`src/rtl/qbx_consts.vh`:
```
/*
  Constants for the quasi-bidirectional port expander: bus address,
  reset values and timing counts. Assumes a 10 ns system clock.
*/
`ifndef QBX_CONSTS_VH
`define QBX_CONSTS_VH

// Fixed upper address nibble, straps fill the low three bits
`define QBX_ADDR_HI            4'h4
`define QBX_ADDR_HI_W          4
`define QBX_STRAP_W            3
`define QBX_PORT_W             8

// Reset values
`define QBX_PIN_RESET          8'hFF
`define QBX_LINE_RESET         1'h1

// Timing, printed figures in ns
`define QBX_CLK_PERIOD_NS      10
`define QBX_IRQ_VALID_NS       4000
`define QBX_IRQ_CLEAR_NS       4000
`define QBX_PIN_VALID_NS       4000
`define QBX_SDA_VALID_NS       3400
`define QBX_SDA_HOLD_NS        300

// Derived cycle counts, longest times round down
`define QBX_IRQ_VALID_CYC      (`QBX_IRQ_VALID_NS / `QBX_CLK_PERIOD_NS)
`define QBX_IRQ_CLEAR_CYC      (`QBX_IRQ_CLEAR_NS / `QBX_CLK_PERIOD_NS)
`define QBX_PIN_VALID_CYC      (`QBX_PIN_VALID_NS / `QBX_CLK_PERIOD_NS)
`define QBX_SDA_VALID_CYC      (`QBX_SDA_VALID_NS / `QBX_CLK_PERIOD_NS)
`define QBX_SDA_HOLD_CYC       (`QBX_SDA_HOLD_NS / `QBX_CLK_PERIOD_NS)

`endif

```
`src/rtl/qbx_top.v`:
```
/*
  Two-wire slave exposing eight quasi-bidirectional port pins and an
  open-drain change interrupt. Assumes the bench resolves open-drain
  and pulled-up wires from the enables; all pins are asynchronous.
*/
// Operation
// Input pin edge pulls interrupt low within 4 us
// Interrupt clears when pins return or port is read or written
// Read clears at ack rising edge, write at ack falling edge
// Interrupt clear takes effect within 4 us of that edge
// Changes after a clear report after next rising clock edge
// Transfers to other slaves leave interrupt detection untouched
// No registers; data byte goes straight to the pins
// Pin written high gets strong pull-up until next clock fall; code boosts only pins written high that were low before
// Master should write a pin high before using it as input
// Start, then address byte MSB first ending in direction bit
// General call address is never acknowledged
// Matching address acked by holding data low in ninth pulse
// Address straps stay stable from start to stop
// Address is 0100 followed by the three strap values
// Read returns pins, write drives pins bit n to pin n
// First write byte acked, later bytes ignored
// Pins change only after a full byte is acked
// Written pins valid within 4 us of ack rising edge
// Read bits valid within 3.4 us after clock falls
// Stop ends anywhere; pins keep last acked value
// Reset idles interface and sets all pins weakly high
// Zero bit drives low, one bit weak pull-up, read samples pins
`timescale 1ns/1ns
`default_nettype none
`include "qbx_consts.vh"

module qbx_top #(
  parameter PORT_W   = `QBX_PORT_W,
  parameter HOLD_CYC = `QBX_SDA_HOLD_CYC
) (
  // Clock and reset
  input  wire              clk_in,
  input  wire              rst_in,
  // Serial bus
  input  wire              scl_in,
  input  wire              sda_in,
  output reg               sda_out,
  output reg               sda_oe_out,
  // Address straps
  input  wire [2:0]        addr_select_straps_in,
  // Port pins
  input  wire [PORT_W-1:0] port_pins_in,
  output reg  [PORT_W-1:0] port_pins_out,
  output reg  [PORT_W-1:0] port_pins_oe_out,
  // Change interrupt, open drain
  output reg               irq_n_out,
  output reg               irq_oe_out
);

  localparam [2:0] ST_IDLE  = 3'h0;
  localparam [2:0] ST_ADDR  = 3'h1;
  localparam [2:0] ST_AACK  = 3'h2;
  localparam [2:0] ST_WR    = 3'h3;
  localparam [2:0] ST_WACK  = 3'h4;
  localparam [2:0] ST_RD    = 3'h5;
  localparam [2:0] ST_RACK  = 3'h6;
  localparam [2:0] ST_SKIP  = 3'h7;

  localparam [3:0] BYTE_DONE = 4'h8;
  localparam [7:0] HOLD_LOAD = HOLD_CYC[7:0];

  // Synchronised pins
  wire              scl_s;
  wire              sda_s;
  wire [2:0]        strap_s;
  wire [PORT_W-1:0] pins_s;

  qbx_sync #(
    .WIDTH   (5),
    .RST_VAL (5'h1F)
  ) u_sync_bus (
    .clk_in (clk_in),
    .rst_in (rst_in),
    .d_in   ({scl_in, sda_in, addr_select_straps_in}),
    .q_out  ({scl_s, sda_s, strap_s})
  );

  qbx_sync #(
    .WIDTH   (PORT_W),
    .RST_VAL ({PORT_W{1'b1}})
  ) u_sync_pins (
    .clk_in (clk_in),
    .rst_in (rst_in),
    .d_in   (port_pins_in),
    .q_out  (pins_s)
  );

  // Edge and condition detect
  reg  scl_d_r;
  reg  sda_d_r;
  wire scl_rise;
  wire scl_fall;
  wire bus_start;
  wire bus_stop;

  assign scl_rise  = scl_s & ~scl_d_r;
  assign scl_fall  = ~scl_s & scl_d_r;
  assign bus_start = scl_s & scl_d_r & sda_d_r & ~sda_s;
  assign bus_stop  = scl_s & scl_d_r & ~sda_d_r & sda_s;

  always @(posedge clk_in) begin
    if (rst_in) begin
      scl_d_r <= `QBX_LINE_RESET;
      sda_d_r <= `QBX_LINE_RESET;
    end else begin
      scl_d_r <= scl_s;
      sda_d_r <= sda_s;
    end
  end

  // Slave state
  reg [2:0]        state_r;
  reg [3:0]        bit_cnt_r;
  reg [7:0]        rx_r;
  reg [PORT_W-1:0] tx_r;
  reg              rw_r;
  reg [PORT_W-1:0] latch_r;
  reg [PORT_W-1:0] strong_r;
  reg              sda_req_r;
  reg [7:0]        hold_cnt_r;
  reg              hold_run_r;
  reg              irq_clear_r;
  reg              irq_hold_r;
  wire             irq_req;
  wire             addr_hit;

  // Seven-bit match on the fixed nibble and the straps
  function addr_match;
    input [7:0] byte_v;
    input [2:0] strap_v;
    begin
      addr_match = (byte_v[7:1] == {`QBX_ADDR_HI, strap_v});
    end
  endfunction

  // Open drain sends a one by letting go of the line
  function bit_pull;
    input [PORT_W-1:0] shift_v;
    begin
      bit_pull = ~shift_v[PORT_W-1];
    end
  endfunction

  // General call 0x00 can never carry the fixed nibble
  assign addr_hit = addr_match(rx_r, strap_s); // see R11

  always @(posedge clk_in) begin
    if (rst_in) begin
      state_r     <= ST_IDLE;
      bit_cnt_r   <= 4'h0;
      rx_r        <= 8'h00;
      tx_r        <= {PORT_W{1'b1}};
      rw_r        <= 1'b0;
      latch_r     <= `QBX_PIN_RESET;
      strong_r    <= {PORT_W{1'b0}};
      sda_req_r   <= 1'b0;
      irq_clear_r <= 1'b0;
      irq_hold_r  <= 1'b0;
    end else begin
      irq_clear_r <= 1'b0;
      irq_hold_r  <= 1'b0;
      // Strong pull-up is only a rising-edge booster
      if (scl_fall) begin
        strong_r <= {PORT_W{1'b0}};
      end
      if (bus_stop) begin
        // Latch keeps last acked byte, read data is dropped
        state_r   <= ST_IDLE;
        sda_req_r <= 1'b0;
      end else if (bus_start) begin
        state_r   <= ST_ADDR;
        bit_cnt_r <= 4'h0;
        sda_req_r <= 1'b0;
      end else begin
        case (state_r)
          ST_IDLE: begin
            sda_req_r <= 1'b0;
          end
          ST_ADDR: begin
            if (scl_rise) begin
              rx_r      <= {rx_r[6:0], sda_s};
              bit_cnt_r <= bit_cnt_r + 4'h1;
            end else if (scl_fall && bit_cnt_r == BYTE_DONE) begin
              bit_cnt_r <= 4'h0;
              if (addr_hit) begin
                rw_r      <= rx_r[0];
                sda_req_r <= 1'b1;
                state_r   <= ST_AACK;
              end else begin
                // Foreign traffic never touches the detector
                state_r <= ST_SKIP;
              end
            end
          end
          ST_AACK: begin
            if (scl_rise && rw_r) begin
              tx_r        <= pins_s; // see R15
              irq_clear_r <= 1'b1;
            end else if (scl_fall) begin
              if (rw_r) begin
                sda_req_r <= bit_pull(tx_r);
                tx_r      <= {tx_r[PORT_W-2:0], 1'b1};
                state_r   <= ST_RD;
              end else begin
                sda_req_r <= 1'b0;
                state_r   <= ST_WR;
              end
            end
          end
          ST_WR: begin
            if (scl_rise) begin
              rx_r      <= {rx_r[6:0], sda_s};
              bit_cnt_r <= bit_cnt_r + 4'h1;
            end else if (scl_fall && bit_cnt_r == BYTE_DONE) begin
              bit_cnt_r <= 4'h0;
              sda_req_r <= 1'b1;
              state_r   <= ST_WACK;
            end
          end
          ST_WACK: begin
            if (scl_rise) begin
              // Pins move only once the byte is acked
              latch_r    <= rx_r[PORT_W-1:0]; // see R7 see R15 see R17
              strong_r   <= rx_r[PORT_W-1:0] & ~latch_r;
              irq_hold_r <= 1'b1;
            end else if (scl_fall) begin
              sda_req_r   <= 1'b0;
              irq_clear_r <= 1'b1;
              // Later bytes go unanswered and unapplied
              state_r     <= ST_SKIP;
            end
          end
          ST_RD: begin
            if (scl_rise) begin
              bit_cnt_r <= bit_cnt_r + 4'h1;
            end else if (scl_fall) begin
              if (bit_cnt_r == BYTE_DONE) begin
                bit_cnt_r <= 4'h0;
                sda_req_r <= 1'b0;
                state_r   <= ST_RACK;
              end else begin
                sda_req_r <= bit_pull(tx_r);
                tx_r      <= {tx_r[PORT_W-2:0], 1'b1};
              end
            end
          end
          ST_RACK: begin
            if (scl_rise) begin
              rw_r <= ~sda_s;
              if (!sda_s) begin
                // Each further byte is a fresh port sample
                tx_r        <= pins_s;
                irq_clear_r <= 1'b1;
              end
            end else if (scl_fall) begin
              if (rw_r) begin
                sda_req_r <= bit_pull(tx_r);
                tx_r      <= {tx_r[PORT_W-2:0], 1'b1};
                state_r   <= ST_RD;
              end else begin
                state_r <= ST_SKIP;
              end
            end
          end
          ST_SKIP: begin
            sda_req_r <= 1'b0;
          end
          default: begin
            state_r   <= ST_IDLE;
            sda_req_r <= 1'b0;
          end
        endcase
      end
    end
  end

  // Data line follows the request after a hold delay past clock fall,
  // so the master sees stable data through its own hold window
  always @(posedge clk_in) begin
    if (rst_in) begin
      hold_cnt_r <= 8'h00;
      hold_run_r <= 1'b0;
      sda_out    <= 1'b0;
      sda_oe_out <= 1'b0;
    end else begin
      sda_out <= 1'b0;
      if (bus_stop || bus_start) begin
        hold_run_r <= 1'b0;
        hold_cnt_r <= 8'h00;
        sda_oe_out <= 1'b0;
      end else if (scl_fall) begin
        hold_run_r <= 1'b1;
        hold_cnt_r <= HOLD_LOAD;
      end else if (hold_run_r) begin
        if (hold_cnt_r == 8'h00) begin
          hold_run_r <= 1'b0;
          sda_oe_out <= sda_req_r; // see R12
        end else begin
          hold_cnt_r <= hold_cnt_r - 8'h01;
        end
      end
    end
  end

  // Change interrupt
  qbx_chg_det #(
    .WIDTH (PORT_W)
  ) u_chg_det (
    .clk_in    (clk_in),
    .rst_in    (rst_in),
    .pins_in   (pins_s),
    .inputs_in (latch_r),
    .clear_in  (irq_clear_r),
    .hold_in   (irq_hold_r),
    .arm_in    (scl_rise),
    .irq_out   (irq_req)
  );

  // Registered pin drivers
  always @(posedge clk_in) begin
    if (rst_in) begin
      port_pins_out    <= `QBX_PIN_RESET;
      port_pins_oe_out <= {PORT_W{1'b0}};
      irq_n_out        <= 1'b0;
      irq_oe_out       <= 1'b0;
    end else begin
      // Zero sinks, one is weak unless boosted
      port_pins_out    <= latch_r;
      port_pins_oe_out <= ~latch_r | strong_r; // see R8
      irq_n_out        <= 1'b0;
      irq_oe_out       <= irq_req; // see R1
    end
  end

endmodule

`default_nettype wire

```
`src/rtl/qbx_sync.v`:
```
/*
  Two-stage synchroniser for a bundle of pin inputs.
  Assumes each bit is independent; no bus coherence is offered.
*/
`timescale 1ns/1ns
`default_nettype none

module qbx_sync #(
  parameter WIDTH = 1,
  parameter [WIDTH-1:0] RST_VAL = {WIDTH{1'b1}}
) (
  // Clock and reset
  input  wire             clk_in,
  input  wire             rst_in,
  // Data
  input  wire [WIDTH-1:0] d_in,
  output wire [WIDTH-1:0] q_out
);

  reg [WIDTH-1:0] meta_r;
  reg [WIDTH-1:0] sync_r;

  // First stage feeds only the second
  always @(posedge clk_in) begin
    if (rst_in) begin
      meta_r <= RST_VAL;
      sync_r <= RST_VAL;
    end else begin
      meta_r <= d_in;
      sync_r <= meta_r;
    end
  end

  assign q_out = sync_r;

endmodule

`default_nettype wire

```
`src/rtl/qbx_chg_det.v`:
```
/*
  Change detector behind the interrupt line.
  Assumes synchronised pins and one-cycle clear, hold and arm pulses.
*/
`timescale 1ns/1ns
`default_nettype none
`include "qbx_consts.vh"

module qbx_chg_det #(
  parameter WIDTH = 8
) (
  // Clock and reset
  input  wire             clk_in,
  input  wire             rst_in,
  // Pin state
  input  wire [WIDTH-1:0] pins_in,
  input  wire [WIDTH-1:0] inputs_in,
  // Control pulses
  input  wire             clear_in,
  input  wire             hold_in,
  input  wire             arm_in,
  // Result
  output reg              irq_out
);

  reg  [WIDTH-1:0] ref_r;
  reg              mask_r;
  wire             diff;

  // Only pins left high act as inputs
  assign diff = |((pins_in ^ ref_r) & inputs_in);

  always @(posedge clk_in) begin
    if (rst_in) begin
      ref_r   <= `QBX_PIN_RESET;
      mask_r  <= 1'b0;
      irq_out <= 1'b0;
    end else begin
      // Snapshot re-arms detection
      if (clear_in) begin
        ref_r <= pins_in;
      end
      // Clear beats arm, so mask lasts to the next rising edge
      if (clear_in || hold_in) begin
        mask_r <= 1'b1;
      end else if (arm_in) begin
        mask_r <= 1'b0;
      end
      // Returning to the snapshot drops the request by itself
      irq_out <= diff & ~mask_r & ~clear_in & ~hold_in; // see R1
    end
  end

endmodule

`default_nettype wire

```
`config.mk`:
```
export PLATFORM = sky130hd
export DESIGN_NAME = qbx_top
export DESIGN_NICKNAME = d
export VERILOG_FILES = /design/src/rtl/qbx_top.v /design/src/rtl/qbx_sync.v /design/src/rtl/qbx_chg_det.v
export VERILOG_INCLUDE_DIRS = /design/src /design/src/rtl
export SDC_FILE = /design/constraint.sdc
export NUM_CORES = 1
export LEC_CHECK = 0
export ABC_AREA = 1
export BUFFER_PORTS_ARGS = -buffer_cell sky130_fd_sc_hd__buf_2
export CORE_MARGIN = 1
export CORE_UTILIZATION = 50
export CTS_CLUSTER_SIZE = 30
export DETAILED_ROUTE_END_ITERATION = 6
export GPL_TIMING_DRIVEN = 0
export PLACE_DENSITY = 0.69
export SLEW_MARGIN = 15
export SYNTH_ARGS = -nofsm -noshare
export SYNTH_HDL_FRONTEND = slang
export SYNTH_SLANG_ARGS = --single-unit
```
`constraint.sdc`:
```
create_clock -name clk_in -period 1.4 [get_ports clk_in]
set_input_delay 0 -clock clk_in [delete_from_list [all_inputs] [get_ports clk_in]]
set_output_delay 0 -clock clk_in [all_outputs]
set_load 0.005 [all_outputs]
```
* Yosys cells after proc, flatten, opt, wreduce, memory -nomap -nowiden *
Index checks and enable logic that the tools add are counted.

storage, ports and cells
  output and inout bits = 20
  input port bits = 15
  register bits after elaboration = 108
  logic and storage cells = 209

operators by class
  eq/ne operators = 44
  $add $sub $neg = 2
  reduce and logical (&&, ||, !) cells = 32
  bitwise logic cells = 28
  multiplexer cells = 76

operators by type and width
  kind                                                                 count
  8-bit two-way mux                                                    13
  3-bit two-way mux                                                    15
  3-bit != test (second input constant)                                14
  14-bit AND reduction                                                 3
  2-bit != test (second input constant)                                18
  1-bit two-way mux                                                    32
  4-bit two-way mux                                                    6
  8-bit one-hot mux with 3 select lines                                1
  3-bit one-hot mux with 6 select lines                                1
  8-bit AND                                                            2
  5-bit two-way mux                                                    3
  7-bit AND reduction                                                  2
  1-bit NOT                                                            13
  3-bit == test (second input constant)                                4
  1-bit AND                                                            10
  8-bit logical NOT                                                    1
  4-bit != test (second input constant)                                2
  8-bit NOT                                                            1
  8-bit bitwise OR                                                     1
  4-bit one-hot mux with 2 select lines                                1
  4-bit AND reduction                                                  2
  2-bit OR reduction                                                   4
  8-bit OR reduction                                                   1
  8-bit by 1-bit subtractor with 8-bit output (second input constant)  1
  23 further kinds                                                     31

* Logic depth before layout (Yosys ltp) *
  depth in word-level cells = 7
  gate-level depth with buffers = 12
  mapped depth without buffers = 12

* Cells and area by module *
Synthesis repeated with hierarchy kept, for this count alone.

unflattened totals
  cells, all modules = 644
  area total of the unflattened synthesis = 4683.2 µm²

modules (own cells, without submodules)
  module                   times used  area an instance (µm²)  cells each  seq. area each (µm²)
  qbx_top                  1           3429.5                  481         1441.4
  qbx_chg_det              1           519.2                   82          200.2
  qbx_sync at u_sync_pins  1           455.4                   50          320.3
  qbx_sync at u_sync_bus   1           279.0                   31          200.2

* Worst setup path after synthesis *
Ideal clock, no wire load.

  path type = reg-to-reg
  start = register u_sync_bus.sync_r[4], in the netlist u_sync_bus.q_out[4]
  end = register tx_r[0]
  path slack = -0.125 ns
  data required time = 1.272 ns
  cell stages (with the launch flop) = 12
  arrival time = 1.397 ns
  path buffers = 1
  setup time = 0.128 ns
  clock period less this slack = 1.525 ns
  cell sequence = dfxtp_1 > inv_1 > ha_1 > nand2_1 > buf_2 > nand2_1 > nand2_1 > o21ai_0 > a21oi_1 > o21ai_0 > nand2_1 > nand3_1

between the ends
  word-level cells in the longest chain between the ends = 5
  elaborated cells on any way between the ends = 19
  classes of those cells = eq/ne (3); mux (4); bitwise (10); reduce/logical (2)

RTL lines
  element                                                                              RTL line                                     RTL
  start, declared                                                                      qbx_sync.v:21                                reg [WIDTH-1:0] sync_r;
  start signal, assigned                                                               qbx_sync.v:30                                sync_r <= meta_r;
  1-bit NOT / 1-bit AND (equally long branches)                                        qbx_top.v:103, qbx_top.v:104, qbx_top.v:105
  1-bit AND, on equally long branches                                                  qbx_top.v:103, qbx_top.v:104, qbx_top.v:105
  8-bit two-way mux, or another cell as far along                                      --
  8-bit two-way mux, or another cell as far along                                      qbx_top.v:254                                if (scl_rise) begin
  8-bit one-hot mux with 3 select lines / 7-bit AND reduction (equally long branches)  --
  end signal, assigned                                                                 qbx_top.v:249                                tx_r <= {tx_r[PORT_W-2:0], 1'b1};
  end signal, assigned                                                                 qbx_top.v:258                                tx_r <= pins_s;
  end signal, assigned                                                                 qbx_top.v:264                                tx_r <= {tx_r[PORT_W-2:0], 1'b1};
  end, declared                                                                        qbx_top.v:121                                reg [PORT_W-1:0] tx_r;

Parallel ways exist; a longest one is shown, timed or not.
A chain may end at the register's enable or synchronous reset.

* Worst setup path after layout *
  start = register scl_d_r
  end = register latch_r[0]

between the ends
  word-level cells in the longest chain between the ends = 5
  elaborated cells on any way between the ends = 10
  classes of those cells = bitwise (9); reduce/logical (1)

RTL lines
  element                                           RTL line                      RTL
  start, declared                                   qbx_top.v:95                  reg scl_d_r;
  start signal, assigned                            qbx_top.v:109                 scl_d_r <= `QBX_LINE_RESET;
  start signal, assigned                            qbx_top.v:112                 scl_d_r <= scl_s;
  1-bit AND                                         qbx_top.v:104, qbx_top.v:105
  1-bit AND, on equally long branches (2 in a row)  qbx_top.v:104, qbx_top.v:105
  1-bit NOT (no line)                               --
  4-bit AND reduction (no line) (*)                 --
  end signal, assigned                              qbx_top.v:160                 latch_r <= `QBX_PIN_RESET;
  end signal, assigned                              qbx_top.v:229                 latch_r <= rx_r[PORT_W-1:0];
  end, declared                                     qbx_top.v:123                 reg [PORT_W-1:0] latch_r;

Mark *: on every way between the ends. The rest lies on a longest branch, timed or not.

==> flow_summary.yaml <==
route:
  vias: 4428
  drtPass1Iterations: 6
  vias_per_cell: 5.32
  routedWlPerCell_um: 14.7
  drc_errors: 0
  drtIter0Drc: 302
  wirelength_um: 12200
  antenna_left: 0
critical_path:
  reg2reg_from: "scl_d_r"
  worst_ep_required_time_ps: 1660
  endpoint: "latch_r[0]"
  ff2ff_setup_slack_ps: -220
  crit_path_end_kind: "flop"
  reg2reg_depth: 10
  cp.arrival_ps: 1880
  path_max_fanout: 5
  startpoint: "scl_d_r"
  startpoint_type: "flop"
  reg2reg_to: "latch_r[0]"
  path_class: "reg2reg"
synth:
  seq_area_frac_synth_pct: 46.8
  ys_types: 38
  netlist.area_leader.share_pct: 46.8
  yosysTopAreaCell: "dfxtp_1"
  synth_edf_count: 0
  synth_area_um2: 4620
  synth_ff_type: "dfxtp_1"
  synthTopCellsByArea: "dfxtp_1, nand2_1, inv_1, nand3_1, a21oi_1"
  synthCells: 629
  synthTopCellsByCount: "nand2_1, dfxtp_1, inv_1"
  ys_seq_elements: 108
  synthArstFlopShare_pct: 0
  syn_avg_cell_area_um2: 7.35
  ys.warnings.count: 0
  synth.most_common_cell: "nand2_1"
global_routing:
  grt_remaining_overflow: 0
  grt_max_degree: 20
  grt_pass1_vias: 4228
  grtUsageTotal_pct: 25.7
  grt_pass1_wl_um: 19900
  antenna_found_initial: 0
pwr:
  powerDensity_nw_per_um2: 1360
  combPwrFrac_pct: 36.1
  p_leak_nw: 2.83
  switching_share_pct: 38.7
  switchingPower_mw: 3.28
  total_power_mw: 8.46
  pwr-share-clk_pct: 21.5
  sequentialPowerShare_pct: 42.4
  ir_worst_vdd_mv: 0.712
  p_int_mw: 5.18
cts:
  insertion_delay_ps: 370
  tritoncts: "built"
  cts.htree.levels: 3
  clk_pin_slew_worst_paths_ps: 110
  clock_sinks: 108
  cts_buffers: 9
  clockBufferDepth: 2
  cts_root_buffer: "clkbuf_8"
final_layout:
  diodes: 0
  instances_no_fill: 832
  final_area_um2: 6210
  multi_input_area_um2: 2630
  regArea_um2: 2190
  nNetsFinal: 742
  area_delta_synth_final_pct: 34.4
  final_core_util_pct: 70.2
  drive_gt1_share_pct: 35.6
  n_fill_cell: 701
sta:
  hold_ws_ps: 127
  period_minus_slack_ps: 1620
  finalSetupTns_ps: -7880
  drv_slew: 0
  fin_skew_ps: 8.76
  setup_slack_ps: -217
  rsz0062_at_grt: "true"
  finalCritPeriodShare_pct: 116
  hold_viol_final: 0
  max_slew.worst_pin.slew_ps: 622
  clock.fmax_ghz: 0.618
  slew_headroom_pct: 58.5
  setup_viol: 53
hold_path:
  hp-start: "rst_in"
  hold_depth: 3
  hold_class: "in2reg"
placement:
  io_buffers: 31
  placed_area_um2: 5000
  dp_cells: 769
  gp_congestion: 0.876
  place_ws_ps: -403
  post-dp-hpwl_um: 7640
die:
  fp.coreArea_um2: 8850
  num_io_pins: 35
  std_cell_rows: 34
  die_area_um2: 9630
  die_h_um: 98.1
  start_util_pct: 52.2
  die-width_um: 98.1
flow_run:
  cap_violations: 0
outcome:
  status: "finished with violations"
  violations: "setup timing"
[final cells by class]
cell class / instances / area share, %
buffer: 18 / 2.03
inverter: 87 / 5.68
tap: 108 / 2.18
clock inverter: 6 / 0.987
clock buffer: 9 / 1.99
multi-input combinational: 419 / 42.3
sequential: 108 / 35.3
timing repair buffer: 77 / 9.57
[repair_timing]
item,4_1_cts,5_1_grt
gates resized for setup,103,88
hold buffers,13,0
gates cloned,4,0
hold endpoints to repair,13,0
endpoints found under the setup margin,53,54
buffers inserted,24,7
pin swaps,34,22
[flip-flops by register name, indices dropped and copies added (netlist names), 8 cells and up]
name and count:
port_pins_out 8, port_pins_oe_out 8, u_chg_det.ref_r 8, u_sync_pins.q_out 8
hold_cnt_r 8, latch_r 8, rx_r 8, tx_r 8
u_sync_pins.meta_r 8, strong_r 8
[worst max-delay path, cell delays in order, from the launching register on]
cell,delay [ps]
dfxtp_4,390
ha_4,190
nand2_4,60
nor2_4,40
inv_2,80
nand2_4,80
nor3_4,170
buf_6,160
inv_6,50
nor2_4,180
o21ai_1,80
[routing by layer]
layer | vias up | share of wire, % | global-route usage, %
met5 | - | 0 | 0
met4 | 0 | 2.5 | 10.7
met3 | 30 | 6.1 | 3.94
met2 | 140 | 49 | 43.5
met1 | 2063 | 42 | 32.7
li1 | 2195 | - | -
[power by group through the flow]
stage	sequential (mW)	clock, mW	combinational [mW]
floorplan	3.52	0	1.68
global placement	3.55	0	2.01
detailed placement	3.56	0	2.06
CTS	3.54	1.84	2.50
global route	3.62	1.99	3.37
finish	3.59	1.82	3.05
[cells in the final DEF (no fill, tap or decap), types with 14 or more instances in the layout]
master and count:
nand2_1 120, dfxtp_1 98, inv_1 65, nor2_1 39, nand3_1 36, buf_2 32, or2_2 27, a21oi_1 22
buf_4 22, nand2_2 21, nand2_4 18, o21ai_0 16, a21oi_2 16, buf_6 14
[kinds of logic (layout without fill, tap and decap cells)]
| family | after synthesis | in the layout | synth area share [%] |
|---|---|---|---|
| buf+inv | 105 | 197 | 8.91 |
| flops | 108 | 108 | 46.8 |
| simple gates | 299 | 301 | 28.9 |
| other cells | 1 | 2 | 0.0812 |
| xor+xnor | 5 | 5 | 0.948 |
| compound gates | 104 | 104 | 12.5 |
| fa+ha+maj | 7 | 7 | 1.90 |
[worst min path at each step]
stage	end	slack [ps]
3_5_place_dp	u_sync_pins.meta_r[7]	180
5_1_grt	latch_r[1]	130
6_report	latch_r[1]	130
3_3_place_gp	u_sync_bus.meta_r[3]	180
2_1_floorplan	u_sync_bus.meta_r[0]	100
4_1_cts	latch_r[1]	90
Power figures use the tool's default switching activity.
